### config.mk
export PLATFORM = sky130hd
export DESIGN_NAME = dip_seq
export DESIGN_NICKNAME = d
export VERILOG_FILES = /design/src/core/dip_seq.v /design/src/core/dip_ms_tick.v
export VERILOG_INCLUDE_DIRS = /design/src /design/src/core
export SDC_FILE = /design/constraint.sdc
export NUM_CORES = 1
export LEC_CHECK = 0
export ABC_CLOCK_PERIOD_IN_PS = 6900
export BUFFER_PORTS_ARGS = -buffer_cell sky130_fd_sc_hd__buf_2
export CORE_ASPECT_RATIO = 0.75
export CORE_UTILIZATION = 30
export CTS_BUF_LIST = sky130_fd_sc_hd__clkbuf_4 sky130_fd_sc_hd__clkbuf_8
export DETAILED_ROUTE_END_ITERATION = 16
export GPL_TIMING_DRIVEN = 0
export RECOVER_POWER = 25
export REMOVE_ABC_BUFFERS = 1
export SKIP_CTS_REPAIR_TIMING = 1
export SLEW_MARGIN = 20
export SYNTH_ARGS = -nofsm -noshare
export SYNTH_HDL_FRONTEND = slang
export SYNTH_SLANG_ARGS = --single-unit
### constraint.sdc
create_clock -name sys_clk_i -period 6.9 [get_ports sys_clk_i]
set_clock_uncertainty 0.05 [all_clocks]
set_input_delay 1.38 -clock sys_clk_i [delete_from_list [all_inputs] [get_ports sys_clk_i]]
set_output_delay 1.38 -clock sys_clk_i [all_outputs]
set_load 0.01 [all_outputs]
### src/core/dip_map.vh
`ifndef DIP_MAP_VH
`define DIP_MAP_VH
// step command codes presented by the program store
`define DIP_CMD_W 3
`define DIP_CMD_NOP 3'h0
`define DIP_CMD_DWELL 3'h1
`define DIP_CMD_SYNC 3'h2
`define DIP_CMD_INTR 3'h3
`define DIP_CMD_MOVE 3'h4
// timing: one millisecond at 20 MHz
`define DIP_CLK_HZ 20000000
`define DIP_MS_CYC (`DIP_CLK_HZ / 1000)
`define DIP_MS_CW 15
// sequencer states
`define DIP_ST_IDLE 3'h0
`define DIP_ST_DW_WAIT 3'h1
`define DIP_ST_DW_TIME 3'h2
`define DIP_ST_SYNC 3'h3
`define DIP_ST_INTR_CHK 3'h4
`define DIP_ST_INTR_RUN 3'h5
`define DIP_ST_ADV 3'h6
`endif

### src/core/dip_seq.v
// Overview of operation
// - a dwell waits for zero remaining distance, then holds its time.
// - an input-wait step holds advance until the chosen input turns on.
// - interrupt positioning moves the set distance from the input origin.
// - interrupt is skipped if its distance is below the prior move travel.
// - interrupt is skipped if remaining distance is at or below its value.
// - interrupt is skipped if the motor is decelerating at that moment.
// - a short interrupt distance forces a shortened deceleration time.
// - the stop point follows the speed when the interrupt becomes active.
`timescale 1ns/1ns
`include "dip_map.vh"
module dip_seq #(
	parameter DW = 32,
	parameter TW = 16,
	parameter MS_CYC = `DIP_MS_CYC
) (
	input wire sys_clk_i,
	input wire rst_n_i,
	input wire step_valid_i,
	input wire [`DIP_CMD_W-1:0] step_cmd_i,
	input wire [DW-1:0] step_value_i,
	input wire [1:0] step_input_sel_i,
	input wire [2:0] prog_input_i,
	input wire [DW-1:0] remain_dist_i,
	input wire [DW-1:0] decel_dist_i,
	input wire [DW-1:0] last_travel_i,
	input wire decelerating_i,
	output reg step_advance_o,
	output reg intr_start_o,
	output reg [DW-1:0] intr_dist_o,
	output reg short_decel_o,
	output reg intr_skip_o,
	output reg busy_o
);
	reg [2:0] state_q;
	reg [2:0] state_d;
	reg [TW-1:0] ms_left_q;
	reg [TW-1:0] ms_left_d;
	reg [DW-1:0] val_q;
	reg [DW-1:0] val_d;
	reg [1:0] sel_q;
	reg [1:0] sel_d;
	reg adv_d;
	reg start_d;
	reg [DW-1:0] dist_d;
	reg short_d;
	reg skip_d;
	reg busy_d;
	wire ms_tick;
	wire in_on;
	wire dw_run;
	wire [3:0] sel_hot;
	wire [2:0] in_hit;
	wire dist_zero;
	wire ms_zero;
	wire ms_last;
	wire skip_travel;
	wire skip_near;
	wire skip_decel;
	wire intr_skip;
	wire need_short;

	// select code 3 lights no input, so such a wait never releases
	assign sel_hot = 4'h1 << sel_q;

	genvar gi;
	generate
		for (gi = 0; gi < 3; gi = gi + 1) begin : g_in
			assign in_hit[gi] = prog_input_i[gi] & sel_hot[gi];
		end
	endgenerate

	assign in_on = |in_hit;
	assign dw_run = (state_q == `DIP_ST_DW_TIME);
	assign dist_zero = (remain_dist_i == {DW{1'b0}});
	assign ms_zero = (ms_left_q == {TW{1'b0}});
	assign ms_last = (ms_left_q == {{(TW-1){1'b0}}, 1'b1});

	// skip tests use the values that stand at the check cycle
	assign skip_travel = (val_q < last_travel_i);
	assign skip_near = (remain_dist_i <= val_q);
	assign skip_decel = decelerating_i;
	assign intr_skip = skip_travel | skip_near | skip_decel;
	// the generator shortens its ramp; we only flag the need
	assign need_short = (val_q < decel_dist_i);

	// timer restarts on each dwell so every millisecond is whole
	dip_ms_tick #(
		.CYC(MS_CYC)
	) u_tick (
		.sys_clk_i(sys_clk_i),
		.rst_n_i(rst_n_i),
		.run_i(dw_run),
		.tick_o(ms_tick)
	);

	always @* begin
		state_d = state_q;
		ms_left_d = ms_left_q;
		val_d = val_q;
		sel_d = sel_q;
		adv_d = 1'b0;
		start_d = 1'b0;
		dist_d = intr_dist_o;
		short_d = short_decel_o;
		skip_d = 1'b0;
		busy_d = busy_o;
		case (state_q)
		`DIP_ST_IDLE: begin
			busy_d = 1'b0;
			if (step_valid_i) begin
				busy_d = 1'b1;
				val_d = step_value_i;
				sel_d = step_input_sel_i;
				ms_left_d = step_value_i[TW-1:0];
				case (step_cmd_i)
				`DIP_CMD_DWELL: begin
					state_d = `DIP_ST_DW_WAIT;
				end
				`DIP_CMD_SYNC: begin
					state_d = `DIP_ST_SYNC;
				end
				`DIP_CMD_INTR: begin
					state_d = `DIP_ST_INTR_CHK;
				end
				default: begin
					state_d = `DIP_ST_ADV;
				end
				endcase
			end
		end
		`DIP_ST_DW_WAIT: begin
			// a dwell at program start sees zero and only delays
			if (dist_zero) begin
				if (ms_zero) begin
					state_d = `DIP_ST_ADV;
				end else begin
					state_d = `DIP_ST_DW_TIME;
				end
			end
		end
		`DIP_ST_DW_TIME: begin
			if (ms_tick) begin
				if (ms_last) begin
					state_d = `DIP_ST_ADV;
				end
				ms_left_d = ms_left_q - 1'b1;
			end
		end
		`DIP_ST_SYNC: begin
			// a level input; an input already on releases at once
			if (in_on) begin
				state_d = `DIP_ST_ADV;
			end
		end
		`DIP_ST_INTR_CHK: begin
			// origin is the instant this step starts, right after the
			// preceding input-wait released, so speed sets the stop
			if (intr_skip) begin
				skip_d = 1'b1;
				state_d = `DIP_ST_ADV;
			end else begin
				start_d = 1'b1;
				dist_d = val_q;
				short_d = need_short;
				state_d = `DIP_ST_INTR_RUN;
			end
		end
		`DIP_ST_INTR_RUN: begin
			if (dist_zero) begin
				short_d = 1'b0;
				state_d = `DIP_ST_ADV;
			end
		end
		`DIP_ST_ADV: begin
			adv_d = 1'b1;
			busy_d = 1'b0;
			state_d = `DIP_ST_IDLE;
		end
		default: begin
			state_d = `DIP_ST_IDLE;
		end
		endcase
	end

	// every output is a flip-flop so the far side sees clean levels
	always @(posedge sys_clk_i or negedge rst_n_i) begin
		if (!rst_n_i) begin
			state_q <= `DIP_ST_IDLE;
			ms_left_q <= {TW{1'b0}};
			val_q <= {DW{1'b0}};
			sel_q <= 2'h0;
			step_advance_o <= 1'b0;
			intr_start_o <= 1'b0;
			intr_dist_o <= {DW{1'b0}};
			short_decel_o <= 1'b0;
			intr_skip_o <= 1'b0;
			busy_o <= 1'b0;
		end else begin
			state_q <= state_d;
			ms_left_q <= ms_left_d;
			val_q <= val_d;
			sel_q <= sel_d;
			step_advance_o <= adv_d;
			intr_start_o <= start_d;
			intr_dist_o <= dist_d;
			short_decel_o <= short_d;
			intr_skip_o <= skip_d;
			busy_o <= busy_d;
		end
	end
endmodule

### src/core/dip_ms_tick.v
`timescale 1ns/1ns
`include "dip_map.vh"
module dip_ms_tick #(
	parameter CYC = `DIP_MS_CYC
) (
	input wire sys_clk_i,
	input wire rst_n_i,
	input wire run_i,
	output reg tick_o
);
	localparam [31:0] LAST = CYC - 1;
	reg [`DIP_MS_CW-1:0] cnt_q;
	wire [31:0] cnt_w;

	// compare at full width so no bit of the period is lost
	assign cnt_w = {{(32-`DIP_MS_CW){1'b0}}, cnt_q};
	always @(posedge sys_clk_i or negedge rst_n_i) begin
		if (!rst_n_i) begin
			cnt_q <= {`DIP_MS_CW{1'b0}};
			tick_o <= 1'b0;
		end else if (!run_i) begin
			cnt_q <= {`DIP_MS_CW{1'b0}};
			tick_o <= 1'b0;
		end else if (cnt_w == LAST) begin
			cnt_q <= {`DIP_MS_CW{1'b0}};
			tick_o <= 1'b1;
		end else begin
			cnt_q <= cnt_q + 1'b1;
			tick_o <= 1'b0;
		end
	end
endmodule

==> results_dict.tcl, run 1 <==
set metrics [dict create \
    vdd_ir_drop_max_mv 0.148 \
    clk_path_buf_depth 2 \
    first_iter_violations 329 \
    final_cell_area_sq_mm 0.00857 \
    synth-xor-area-share_pct 1.75 \
    synth.area.mux_share_pct 7.12 \
    first_pass_iters 5 \
    finalHoldViolCount 0 \
    arrival_ns 4.30 \
    grt_setup_unrepaired "false" \
    clock_sinks 106 \
    setup_viol 0 \
    setup-tns-final_ns 0 \
    yosys_warnings 0 \
    via_per_inst 4.90 \
    worst_pin_slew_ns 3.10 \
    ys_ff_latch 106 \
    post-route-period-util_pct 59.0 \
    num_vias 6135 \
    synth_top_area_share_pct 37.8 \
    yosysTopAreaCell "dfrtp_1" \
    gp_congestion 0.867 \
    grt_max_degree 58 \
    place_ws_ns 2.33 \
    ios 177 \
    layout_setup_ws_ns 2.83 \
    failed_checks "capacitance limit, slew limit" \
    fin_util_pct 37.3 \
    numPortBuffers 176 \
    required_ns 7.13 \
    maxCapViolations 1 \
    slew_headroom_pct -107 \
    fmax_ghz 0.246 \
    antenna_found_initial 1 \
    leakagePower_nw 4.37 \
    htree_levels 3 \
    dp_hpwl_mm 16.9 \
    start_kind "input port" \
    ys_seq_area_share_pct 37.8 \
    synth_ff_type "dfrtp_1" \
    area_delta_synth_final_pct 22.0 \
    finalPower_w 0.00305 \
    clk_latency_ns 0.40 \
    layout-drive-gt1-share_pct 25.3 \
    hold_path_class "flop to flop" \
    fp.dieW_um 179 \
    floorplan.die_area_sq_mm 0.0240 \
    syn_inst 770 \
    syn_area_per_cell_sq_um 9.12 \
    min_period_ns 4.07 \
    pwr_density_cell_mw_per_mm2 356 \
    slew_viol_final 50 \
    place_area_sq_mm 0.00832 \
    ys_async_sr_fraction_pct 100 \
    tritoncts "yes" \
    overflow 0 \
    wire_per_inst_um 16.6 \
    synth-simple-area-share_pct 15.3 \
    crit_path_end_kind "flop" \
    netlist_area_sq_mm 0.00703 \
    core_area_sq_mm 0.0230 \
    grt_pass1_vias 5861 \
    synth_fa_ha_area_share_pct 17.3 \
    grt_util_all_layers_pct 17.7 \
    synth-edff-count 0 \
    numCtsBuffers 9 \
    grt_pass1_wl_mm 32.1 \
    outcome "finished, violations left" \
    reg2reg_slack_ns 3.38 \
    yosysUniqueCellTypes 50 \
    initial_core_util_pct 30.5 \
    yosys-top-cells-area "dfrtp_1 (38%), ha_1 (17%), mux2_4 (5.6%)" \
    clock-root-buffer "clkbuf_8" \
    synth.most_common_cell "dfrtp_1" \
    synth-compound-area-share_pct 14.1 \
    synth_top_family_by_area "adder cells" \
    final_nets 1184 \
    wirelength_mm 20.8 \
    die_y_um 135 \
    drc_errors 0 \
    cts.clk_slew.worst_paths_ns 0.11 \
    synth_top_cells_by_count "dfrtp_1 (106), inv_1 (98), ha_1 (97), nand2_1 (74), o21ai_0 (72)" \
    row_count 48 \
    crit_fanout 12 \
    worstSetupPathType "input port to flop" \
    ant_nets 0 \
]
## registers in the layout, indices dropped and copies added (netlist names), 2 cells and up
register,count
intr_dist_o,32
val_q,32
ms_left_q,16
u_tick.cnt_q,15
state_q,3
sel_q,2
## layer usage
layer  vias to the layer above  part of all wire [%]  GRT usage [%]
met3                        17                   5.7           3.86
met1                      2887                    52           27.0
met4                         0                   1.4           4.19
met2                       177                    41           25.0
li1                       3054                     -              -
met5                         -                     0              0
## critical path: stages
cell	delay (ns)
buf_2	0.11
ha_1	0.31
nand4_1	0.19
nor4_1	0.66
a41oi_1	0.35
o31a_1	0.19
a31oi_1	0.29
nor3_4	0.17
buf_8	0.19
buf_16	0.16
mux2_4	0.30
## power breakdown
part / internal [W] / switching (W)
registers: 0.000866 / 0.000272
logic: 0.000628 / 0.000791
clock network: 0.000248 / 0.000249
total: 0.00174 / 0.00131
## path summary, 6_finish.rpt
path / start / end / cells after the start
setup / recovery: remain_dist_i[27] / intr_dist_o[10] / 11
hold / removal: u_tick.cnt_q[0] / u_tick.cnt_q[0] / 1
setup reg to reg: val_q[26] / intr_dist_o[10] / 11
hold reg to reg: u_tick.cnt_q[0] / u_tick.cnt_q[0] / 1
max in group asynchronous: rst_n_i / val_q[18] / 1
min in group asynchronous: rst_n_i / u_tick.cnt_q[7] / 1
## metrics by stage
step                cells  hold slack, ns
floorplan             748           0.405
global placement     1224           0.426
detailed placement   1236           0.437
CTS                  1252           0.448
global route         1253           0.468
finish               1253           0.447
## cells by family (layout without fill, tap and decap cells)
logic type	after synthesis	count (layout)
compound gates	173	173
xor+xnor	14	14
fa+ha+maj	97	97
buf+inv	120	302
flops	106	106
mux	36	36
other cells	0	1
simple gates	224	224
## cell usage in the layout (no fill, tap or decap), types with 7 or more instances in the layout
master / n
a21o_1: 7
a21oi_1: 56
a22oi_1: 9
buf_2: 178
clkbuf_8: 9
dfrtp_1: 106
ha_1: 97
inv_1: 98
mux2_2: 8
mux2_4: 26
nand2_1: 74
nand2b_1: 7
nand3_1: 23
nand4_1: 17
nor2_1: 52
nor3_1: 14
nor4_1: 12
o21ai_0: 72
xor2_1: 8
## area by class of cell
type,instances,area (sq um)
Fill cell,2367,14400
Antenna cell,1,2.50
Timing Repair Buffer,188,1010
Clock buffer,9,124
Sequential cell,106,2650
Clock inverter,7,133
Multi-Input combinational cell,544,3910
Inverter,98,368
Tap cell,300,375
Power figures use the tool's default switching activity.
==> run 2: changes to the inputs <==
--- a/config.mk
+++ b/config.mk
@@ -6,7 +6,7 @@
 export SDC_FILE = /design/constraint.sdc
 export NUM_CORES = 1
 export LEC_CHECK = 0
-export ABC_CLOCK_PERIOD_IN_PS = 6900
+export ABC_CLOCK_PERIOD_IN_PS = 4100
 export BUFFER_PORTS_ARGS = -buffer_cell sky130_fd_sc_hd__buf_2
 export CORE_ASPECT_RATIO = 0.75
 export CORE_UTILIZATION = 30
==> constraint.sdc (replaced) <==
create_clock -name sys_clk_i -period 4.1 [get_ports sys_clk_i]
set_clock_uncertainty 0.05 [all_clocks]
set_input_delay 0.82 -clock sys_clk_i [delete_from_list [all_inputs] [get_ports sys_clk_i]]
set_output_delay 0.82 -clock sys_clk_i [all_outputs]
set_load 0.01 [all_outputs]
==> results_dict.tcl, run 2 (synthesized netlist as in run 1, its figures left out) <==
set metrics [dict create \
    min_from "u_tick.cnt_q[0]" \
    worstSetupPathType "flop to flop" \
    r2r_cells 11 \
    slew_headroom_pct -107 \
    via_per_inst 4.89 \
    initial_core_util_pct 30.5 \
    post-place-cells 1236 \
    min_period_ns 3.52 \
    failed_checks "capacitance limit, slew limit" \
    cp.depth 11 \
    slowest_stage "nor4_1" \
    reg2reg_slack_ns 0.58 \
    final_nets 1184 \
    rr_startpoint "val_q[26]" \
    leakagePower_nw 4.37 \
    start_kind "flop" \
    layout_commonest_cell "buf_2" \
    wire_per_inst_um 16.6 \
    critPathBufInv 3 \
    crit_fanout 12 \
    fp.dieW_um 179 \
    grt_max_degree 58 \
    tritoncts "yes" \
    core_area_sq_mm 0.0230 \
    timing.hold.ws_ns 0.447 \
    clock_sinks 106 \
    cts.clk_slew.worst_paths_ns 0.12 \
    outcome "finished, violations left" \
    pwr_density_cell_mw_per_mm2 600 \
    cp-startpoint "val_q[26]" \
    layout-drive-gt1-share_pct 25.4 \
    wirelength_mm 20.7 \
    clk_path_buf_depth 2 \
    required_ns 4.33 \
    top_regs "intr_dist_o x32, val_q x32, ms_left_q x16" \
    finalHoldViolCount 0 \
    numPortBuffers 176 \
    hold_path_class "flop to flop" \
    fmax_ghz 0.284 \
    dp_hpwl_mm 16.9 \
    cp_cell_sequence "inv_1 > ha_1 > nand4_1 > nor4_1 > a41oi_1 > o31a_1 > a31oi_1 > nor3_4 > buf_8 > buf_16 > mux2_4" \
    maxCapViolations 1 \
    post-route-period-util_pct 85.8 \
    clock-root-buffer "clkbuf_8" \
    worst_pin_slew_ns 3.10 \
    slew_viol_final 50 \
    fin_cells 1253 \
    arrival_ns 3.75 \
    htree_levels 3 \
    first_pass_iters 5 \
    antenna_found_initial 1 \
    layout_common_cells "buf_2 (179), dfrtp_1 (106), inv_1 (98)" \
    overflow 0 \
    row_count 48 \
    floorplan.die_area_sq_mm 0.0240 \
    drc_errors 0 \
    ios 177 \
    cp_top_family "simple AND/OR/NAND/NOR gates" \
    setup_viol 0 \
    crit_end "intr_dist_o[10]" \
    grt_setup_unrepaired "false" \
    area_delta_synth_final_pct 22.0 \
    clk_latency_ns 0.39 \
    gp_congestion 0.867 \
    grt_pass1_wl_mm 32.1 \
    numCtsBuffers 9 \
    grt_pass1_vias 5861 \
    crit_path_end_kind "flop" \
    grt_util_all_layers_pct 17.7 \
    die_y_um 135 \
    crit-reg2reg-capture "intr_dist_o[10]" \
    ant_nets 0 \
    critPathMaxStageDelay_ns 0.66 \
    first_iter_violations 332 \
    vdd_ir_drop_max_mv 0.250 \
    num_vias 6128 \
]
## run 2: cell types whose count changed in the layout (fill, tap and decap cells not counted)
| cell | previous run | this run |
|---|---|---|
| buf_2 | 178 | 179 |
| clkbuf_1 | 2 | 1 |
## run 2: report_power, final
part | switching [W] | total [W] | internal [W]
clock network | 0.000417 | 0.000835 | 0.000418
logic | 0.00133 | 0.00239 | 0.00106
registers | 0.000458 | 0.00191 | 0.00146
total | 0.00221 | 0.00514 | 0.00293
## run 2: worst register-to-register path: cells and delay by family (launching register included)
family | cells | cell delay (ns)
compound gates | 3 | 0.83
fa+ha+maj | 1 | 0.30
buf+inv | 3 | 0.45
flops | 1 | 0.44
mux | 1 | 0.30
simple gates | 3 | 1.03
## run 2: metal layers
metal	vias to the layer above	GRT usage (%)	part of all wire (%)	wire length [um]
met3	13	3.86	5.5	1150
met4	0	4.19	1.2	246
met1	2885	27.0	52	10900
li1	3054	-	-	-
met5	-	0	0	0
met2	176	25.0	41	8470
## run 2: final cells by class
class | instances | area, sq um
diodes | 1 | 2.50
fillers | 2366 | 14400
clock buffers | 9 | 124
inverters | 98 | 368
repair buffers | 188 | 1010
multi-input cells | 544 | 3910
flip-flops and latches | 106 | 2650
clock inverters | 7 | 133
well taps | 300 | 375
## run 2: metrics by stage
stage | setup TNS, ns | total power [W] | utilization (%) | area (sq um) | setup slack (ns)
final | 0 | 0.00514 | 37.3 | 8570 | 0.582
after global routing | 0 | 0.00563 | 37.3 | 8570 | 0.234
after CTS | 0 | 0.00519 | 37.3 | 8580 | 0.471
after detailed placement | 0 | 0.00433 | 36.2 | 8320 | 0.0922
after global placement | -337.52 | 0.00425 | 35.5 | 8180 | -8.16
after floorplan | -98.45 | 0.00341 | - | 6920 | -2.78
## run 2: how the worst min path moves through the flow
stage / end / slack, ns / cells past startpoint
floorplan: u_tick.cnt_q[0] / 0.41 / 1
global placement: ms_left_q[15] / 0.43 / 1
detailed placement: u_tick.cnt_q[0] / 0.44 / 1
CTS: val_q[14] / 0.34 / 1
global route: u_tick.cnt_q[0] / 0.47 / 1
finish: u_tick.cnt_q[0] / 0.45 / 1
